**src/fhc_pkg.sv**
```systemverilog
package fhc_pkg;

    // Register indices; byte address is four times the index
    localparam logic [7:0] FHC_IDX_TX_STATUS = 8'h06;
    localparam logic [7:0] FHC_IDX_TX_CODE_CMD = 8'h07;
    localparam logic [7:0] FHC_IDX_TX_FIFO = 8'h08;
    localparam logic [7:0] FHC_IDX_TX_FIFO_LAST = 8'h09;
    localparam logic [7:0] FHC_IDX_RX_CHAN_CTL = 8'h90;

    // tx_link_code_command fields
    localparam int FHC_CMD_TRIGGER_BIT = 7;
    localparam int FHC_CMD_CTL_EN_BIT = 6;
    localparam int FHC_CODE_W = 6;
    localparam logic [2:0] FHC_CODE_BITS = 3'h6;

    // rx_packet_channel_control fields
    localparam int FHC_RXC_MODE_EN_BIT = 7;
    localparam int FHC_RXC_RSVD_BIT = 6;
    localparam int FHC_RXC_SEL_MODE_BIT = 5;
    localparam int FHC_RXC_NUM_W = 5;

    // Transmit status fields
    localparam int FHC_STS_UNDERRUN_BIT = 0;
    localparam int FHC_STS_FULL_BIT = 1;
    localparam int FHC_STS_EMPTY_BIT = 2;

    // Reset values
    localparam logic [7:0] FHC_CMD_RESET = 8'h00;
    localparam logic [7:0] FHC_RXC_RESET = 8'h00;

    // Transmit packet queue geometry
    localparam int FHC_FIFO_DEPTH = 16;
    localparam int FHC_PTR_W = 4;
    localparam logic [FHC_PTR_W:0] FHC_FIFO_FULL = 5'h10;
    localparam logic [2:0] FHC_LAST_BIT_IDX = 3'h7;

    localparam int FHC_NUM_CHAN = 24;

    typedef enum logic [1:0] {
        FHC_TX_IDLE = 2'b00,
        FHC_TX_PKT = 2'b01,
        FHC_TX_CODE = 2'b11
    } fhc_tx_st_e;

    typedef struct packed {
        logic ext_s1;
        logic ext_s2;
        logic [7:0] cmd;
        logic [7:0] rxc;
        logic [FHC_FIFO_DEPTH-1:0][8:0] mem;
        logic [FHC_PTR_W-1:0] wptr;
        logic [FHC_PTR_W-1:0] rptr;
        logic [FHC_PTR_W:0] count;
        fhc_tx_st_e st;
        logic byte_vld;
        logic [7:0] sh;
        logic sh_last;
        logic [2:0] bitcnt;
        logic [FHC_CODE_W-1:0] code_sh;
        logic [2:0] code_cnt;
        logic underrun;
        logic ack;
        logic [7:0] dat;
        logic link_out;
        logic rx_use_link;
        logic [FHC_NUM_CHAN-1:0] rx_mask;
    } fhc_state_s;

endpackage

```
**src/fhc_top.sv**
```systemverilog
`timescale 1ns/1ns
module fhc_top
    import fhc_pkg::*;
(
    // Clock, reset, enable
    input wire logic I_SYS_CLK,
    input wire logic I_RST,
    input wire logic I_CE,
    // Wishbone slave
    input wire logic I_WB_CYC,
    input wire logic I_WB_STB,
    input wire logic I_WB_WE,
    input wire logic [11:0] I_WB_ADR,
    input wire logic [3:0] I_WB_SEL,
    input wire logic [31:0] I_WB_DAT,
    output logic [31:0] O_WB_DAT,
    output logic O_WB_ACK,
    // Transmit link
    input wire logic I_EXT_LINK_DATA_PIN,
    input wire logic I_TX_LINK_BIT_EN,
    output logic O_TX_LINK_DATA,
    // Receive routing
    input wire logic [23:0] I_RX_CHANNEL_BLOCK_SELECT,
    output logic O_RX_USE_LINK,
    output logic [23:0] O_RX_CHANNEL_MASK
);

    fhc_state_s q;
    fhc_state_s d;

    logic wb_req;
    logic wb_wr;
    logic wb_rd;
    logic [7:0] wb_idx;
    logic trig_rise;
    logic fifo_wr;
    logic fifo_pop;
    logic underrun_ev;
    logic [8:0] fifo_in;
    logic ctl_bit;

    function automatic logic [FHC_NUM_CHAN-1:0] chan_onehot(
        input logic [FHC_RXC_NUM_W-1:0] num
    );
        logic [FHC_NUM_CHAN-1:0] m;
        m = '0;
        for (int i = 0; i < FHC_NUM_CHAN; i++) begin
            if (num == i[FHC_RXC_NUM_W-1:0]) begin
                m[i] = 1'b1;
            end
        end
        return m;
    endfunction

    always_comb begin
        d = q;
        wb_req = I_WB_CYC && I_WB_STB && !q.ack && (I_WB_ADR[11:10] == 2'h0);
        wb_idx = I_WB_ADR[9:2];
        wb_wr = wb_req && I_WB_WE && I_WB_SEL[0];
        wb_rd = wb_req && !I_WB_WE;
        trig_rise = 1'b0;
        fifo_wr = 1'b0;
        fifo_pop = 1'b0;
        underrun_ev = 1'b0;
        fifo_in = {1'b0, I_WB_DAT[7:0]};

        d.ext_s1 = I_EXT_LINK_DATA_PIN;
        d.ext_s2 = q.ext_s1;

        // Bus answer one cycle after the request; ack drops the cycle after
        d.ack = I_WB_CYC && I_WB_STB && !q.ack;
        d.dat = 8'h00;
        if (wb_idx == FHC_IDX_TX_STATUS) begin
            d.dat[FHC_STS_UNDERRUN_BIT] = q.underrun;
            d.dat[FHC_STS_FULL_BIT] = (q.count == FHC_FIFO_FULL);
            d.dat[FHC_STS_EMPTY_BIT] = (q.count == '0);
        end else if (wb_idx == FHC_IDX_TX_CODE_CMD) begin
            d.dat = q.cmd;
        end else if (wb_idx == FHC_IDX_RX_CHAN_CTL) begin
            d.dat = q.rxc;
        end
        if (!wb_rd) begin
            d.dat = 8'h00;
        end

        if (wb_wr) begin
            if (wb_idx == FHC_IDX_TX_CODE_CMD) begin
                d.cmd = I_WB_DAT[7:0];
                trig_rise = I_WB_DAT[FHC_CMD_TRIGGER_BIT]
                    && !q.cmd[FHC_CMD_TRIGGER_BIT];
            end else if (wb_idx == FHC_IDX_TX_FIFO) begin
                fifo_wr = 1'b1;
            end else if (wb_idx == FHC_IDX_TX_FIFO_LAST) begin
                fifo_wr = 1'b1;
                fifo_in[8] = 1'b1;
            end else if (wb_idx == FHC_IDX_RX_CHAN_CTL) begin
                d.rxc = I_WB_DAT[7:0];
                d.rxc[FHC_RXC_RSVD_BIT] = 1'b0;
            end
        end

        // Link serialiser, stepped by the link bit strobe
        if (trig_rise) begin
            d.st = FHC_TX_CODE;
            d.code_sh = I_WB_DAT[FHC_CODE_W-1:0];
            d.code_cnt = FHC_CODE_BITS;
        end else if (I_TX_LINK_BIT_EN) begin
            if (q.st == FHC_TX_CODE) begin
                // Codeword bits replace packet bits; packet is held meanwhile
                d.code_sh = q.code_sh >> 1;
                d.code_cnt = q.code_cnt - 3'h1;
                if (q.code_cnt == 3'h1) begin
                    d.st = q.byte_vld ? FHC_TX_PKT : FHC_TX_IDLE;
                end
            end else if (q.cmd[FHC_CMD_CTL_EN_BIT]) begin
                if (!q.byte_vld) begin
                    fifo_pop = (q.count != '0);
                end else begin
                    d.sh = q.sh >> 1;
                    d.bitcnt = q.bitcnt + 3'h1;
                    if (q.bitcnt == FHC_LAST_BIT_IDX) begin
                        d.byte_vld = 1'b0;
                        fifo_pop = !q.sh_last && (q.count != '0);
                        underrun_ev = !q.sh_last && (q.count == '0);
                    end
                end
                if (fifo_pop) begin
                    d.byte_vld = 1'b1;
                    d.sh = q.mem[q.rptr][7:0];
                    d.sh_last = q.mem[q.rptr][8];
                    d.bitcnt = 3'h0;
                end
                d.st = d.byte_vld ? FHC_TX_PKT : FHC_TX_IDLE;
            end
        end

        // Full queue drops the written byte
        if (fifo_wr && (q.count != FHC_FIFO_FULL)) begin
            d.mem[q.wptr] = fifo_in;
            d.wptr = q.wptr + 1'b1;
        end
        if (fifo_pop) begin
            d.rptr = q.rptr + 1'b1;
        end
        d.count = q.count + {4'h0, fifo_wr && (q.count != FHC_FIFO_FULL)}
            - {4'h0, fifo_pop};

        // Read clears the flag, but a new underrun in that cycle wins
        if (wb_rd && (wb_idx == FHC_IDX_TX_STATUS)) begin
            d.underrun = 1'b0;
        end
        if (underrun_ev) begin
            d.underrun = 1'b1;
        end

        ctl_bit = (q.st == FHC_TX_CODE) ? q.code_sh[0]
            : (q.byte_vld ? q.sh[0] : 1'b1);
        d.link_out = q.cmd[FHC_CMD_CTL_EN_BIT] ? ctl_bit : q.ext_s2;

        // Receive controller routing
        if (!q.rxc[FHC_RXC_MODE_EN_BIT]) begin
            d.rx_use_link = 1'b1;
            d.rx_mask = '0;
        end else if (!q.rxc[FHC_RXC_SEL_MODE_BIT]) begin
            d.rx_use_link = 1'b0;
            d.rx_mask = chan_onehot(q.rxc[FHC_RXC_NUM_W-1:0]);
        end else begin
            d.rx_use_link = 1'b0;
            d.rx_mask = I_RX_CHANNEL_BLOCK_SELECT;
        end
    end

    always_ff @(posedge I_SYS_CLK or posedge I_RST) begin
        if (I_RST) begin
            q <= '0;
            q.cmd <= FHC_CMD_RESET;
            q.rxc <= FHC_RXC_RESET;
            q.st <= FHC_TX_IDLE;
            q.link_out <= 1'b1;
            q.rx_use_link <= 1'b1;
        end else if (I_CE) begin
            q <= d;
        end
    end

    assign O_WB_DAT = {24'h000000, q.dat};
    assign O_WB_ACK = q.ack;
    assign O_TX_LINK_DATA = q.link_out;
    assign O_RX_USE_LINK = q.rx_use_link;
    assign O_RX_CHANNEL_MASK = q.rx_mask;
endmodule

```
**config.mk**
```make
export PLATFORM = sky130hd
export DESIGN_NAME = fhc_top
export DESIGN_NICKNAME = d
export VERILOG_FILES = /design/src/fhc_pkg.sv /design/src/fhc_top.sv
export SDC_FILE = /design/constraint.sdc
export NUM_CORES = 1
export LEC_CHECK = 0
export BUFFER_PORTS_ARGS = -buffer_cell sky130_fd_sc_hd__buf_2
export CORE_AREA = 4 4 152 154
export DETAILED_ROUTE_END_ITERATION = 10
export DIE_AREA = 0 0 156 158
export PLACE_DENSITY_LB_ADDON = 0.08
export SLEW_MARGIN = 10
export SYNTH_ARGS = -nofsm -noshare
export SYNTH_HDL_FRONTEND = slang
export SYNTH_SLANG_ARGS = --single-unit
```
**constraint.sdc**
```tcl
create_clock -name I_SYS_CLK -period 6.4 [get_ports I_SYS_CLK]
set_input_delay 0.32 -clock I_SYS_CLK [delete_from_list [all_inputs] [get_ports I_SYS_CLK]]
set_output_delay 0.32 -clock I_SYS_CLK [all_outputs]
set_load 0.05 [all_outputs]
```
==> impl_metrics.tcl <==
set metrics [dict create \
    drt-initial-drc-count 412 \
    ios 139 \
    post_drt_wl_per_cell_um 19.80 \
    power_frac_comb_pct 6.3 \
    rsz0062_at_grt "false" \
    overflow 0 \
    final_util_pct 57.55 \
    avgSynthCellArea_um2 11.54 \
    antenna_left 0 \
    critical_path_required_ns 6.80 \
    gp_congestion 0.7882 \
    routed_via_density 5.717 \
    yosys_warnings 0 \
    htreeDepth 1 \
    final_common_cell "dfrtp_1" \
    slew_violations 0 \
    post_cts_buffers 0 \
    cts_resized 0 \
    nets 1105 \
    worst_r2r_path_depth 14 \
    cts_root_buf "clkbuf_16" \
    core_um2 21690 \
    hold_buffers 0 \
    worstSetupStartpointType "flip-flop" \
    setup_viol 0 \
    synth-main-ff-cell "dfrtp_1" \
    arrival_ns 4.00 \
    finalSetupTns_ns 0 \
    die_w_um 156 \
    crit_path_end_kind "flip-flop" \
    clkPwrFrac_pct 46.7 \
    drive_above_1_share_pct 25.71 \
    synth.distinct_cells 59 \
    rows 54 \
    synth_top_area_share_pct 51.01 \
    cts_buffer_depth 3 \
    status "finished clean" \
    regToRegStartpoint "O_WB_ACK$_DFFE_PP0P_" \
    cts_made_buffers 26 \
    area_growth_pct 9.675 \
    cts.sinks 234 \
    ys_seq_elements 234 \
    worstHoldPathType "in -> async" \
    grt.total_usage_pct 21.40 \
    r2r_slack_ns 2.80 \
    syn_inst 986 \
    p_int_mw 2.477 \
    wirelength_um 25880 \
    maxCapViolations 0 \
    antenna_found_initial 0 \
    vias 7472 \
    switching_power_mw 0.7394 \
    synth_edf_count 0 \
    antenna_cells 0 \
    worst_pin_slew_ns 1.059 \
    fin_skew_ns 0.01296 \
    max_freq_mhz 277.8 \
    ys_seq_area_share_pct 51.47 \
    io_buffer_count 85 \
    maxSlewHeadroom_pct 29.22 \
    hold_violations 0 \
    fin_crit_ns 3.600 \
    period_share_pct 56.25 \
    dr.pass1.iters 4 \
    reg2reg_to "q[64]$_DFFE_PP0P_" \
    dp_hpwl_um 16450 \
    switching_share_pct 22.99 \
    crit_path_max_fanout 15 \
    cts_tree "yes" \
    leakage_nw 5.849 \
    netlist_area_um2 11380 \
    worstSkewPairLatency_ns 0.52 \
    grt_first_pass_wirelength_um 42080 \
    start_util_pct 52.47 \
    crit_type "reg -> reg" \
    final_cell_mix "dfrtp_1, nand2_1, o21ai_0" \
    synth_top_cell_by_area "dfrtp_1" \
    ir_drop_mv 0.1868 \
    route.detailed.drc 0 \
    die_area_um2 24650 \
    die_height_um 158 \
    ys_top_cells_by_area "dfrtp_1, mux2_2, mux4_2, o21ai_0, nand2_1" \
    power.density_nw_per_um2 257.7 \
    grt_max_degree 174 \
    ys_async_sr_fraction_pct 100.0 \
    clk_pin_slew_ns 0.06 \
    seq_power_share_pct 46.9 \
    grt_pass1_vias 7608 \
]
## sequential cells by signal, indices dropped and copies added, names as in the netlist
register,cells
O_WB_ACK,1
d,1
O_RX_USE_LINK,1
O_TX_LINK_DATA,1
O_RX_CHANNEL_MASK,24
O_WB_DAT,8
q,198
## critical path: stages (launching register included)
cell      delay [ns]
dfrtp_1         0.39
nand3b_1        0.24
nor2_1          0.43
and3_1          0.66
nand2b_1        0.20
nor3b_1         0.06
ha_1            0.29
inv_1           0.04
ha_1            0.20
fa_1            0.41
a21oi_1         0.14
o21bai_1        0.08
xnor2_1         0.14
nand2_1         0.08
xnor2_1         0.13
## cells in the mapped netlist (4+ instances only)
cell       number
a21oi_1        22
a22oi_1        29
a31oi_1         8
a32oi_1         4
and2_1          5
and3_1          8
buf_2          15
buf_4          60
clkbuf_1       41
dfrtp_1       232
ha_1           15
inv_1          19
mux2_2         77
mux2i_1        14
mux4_2         32
nand2_1       121
nand2b_1        7
nand3_1        15
nand3b_1        4
nand4_1        10
nand4_4         5
nor2_1         12
nor2b_1         8
nor3_1          5
nor3b_1         8
o21ai_0       110
o21ai_1         4
o2bb2ai_1      32
xnor2_1         9
## stage by stage
| stage | std cells | area [µm²] | power [mW] | worst slack [ns] | hold slack (ns) |
|---|---|---|---|---|---|
| after global routing | 1307 | 12480 | 3.347 | 2.433 | 0.02597 |
| after detailed placement | 1261 | 11610 | 1.745 | 2.527 | 0.4654 |
| after floorplan | 1009 | 11470 | 1.700 | 3.018 | 0.4320 |
| final | 1307 | 12480 | 3.217 | 2.800 | 0.03599 |
| after CTS | 1307 | 12480 | 3.250 | 2.754 | 0.02368 |
| after global placement | 1261 | 11610 | 1.744 | 2.575 | 0.4572 |
## kinds of logic after synthesis
family	share of synthesized area (%)
compound gates	13.21
xor+xnor	0.7696
fa+ha+maj	1.825
buf+inv	6.926
flops	51.47
mux	15.18
other cells	0.03295
simple gates	10.58
## routing by layer
layer  track usage (%)  wire (µm)
met1             30.67      11730
met2             35.23      12310
met3             3.007       1438
met4             4.544        403
met5                 0          0
## power groups by stage
stage          Combinational [mW]  Clock, mW  Sequential, mW
2_1_floorplan               0.159          0            1.54
3_3_place_gp                0.207          0            1.54
3_5_place_dp                0.209          0            1.54
4_1_cts                     0.209       1.53            1.51
5_1_grt                     0.235       1.60            1.51
6_report                    0.204       1.50            1.51
## worst max-delay path by stage
stage | from | to | cells after the start
finish | O_WB_ACK$_DFFE_PP0P_ | q[64]$_DFFE_PP0P_ | 14
global route | O_WB_ACK$_DFFE_PP0P_ | q[64]$_DFFE_PP0P_ | 14
CTS | O_WB_ACK$_DFFE_PP0P_ | q[64]$_DFFE_PP0P_ | 14
detailed placement | I_WB_ADR[7] | q[64]$_DFFE_PP0P_ | 15
global placement | I_WB_ADR[7] | q[64]$_DFFE_PP0P_ | 15
floorplan | I_RST | O_RX_CHANNEL_MASK[0]$_DFFE_PP0P_ | 1
## final cells by class
type                    count  area (µm²)
well taps                 280       350.3
multi-input cells         634        4826
repair buffers             93       498.0
flip-flops and latches    234        5861
inverters                  20       78.83
fillers                  1883        9206
clock buffers              39       780.7
clock inverters             7       87.58
Note: power is estimated with default switching activity, not from simulation.
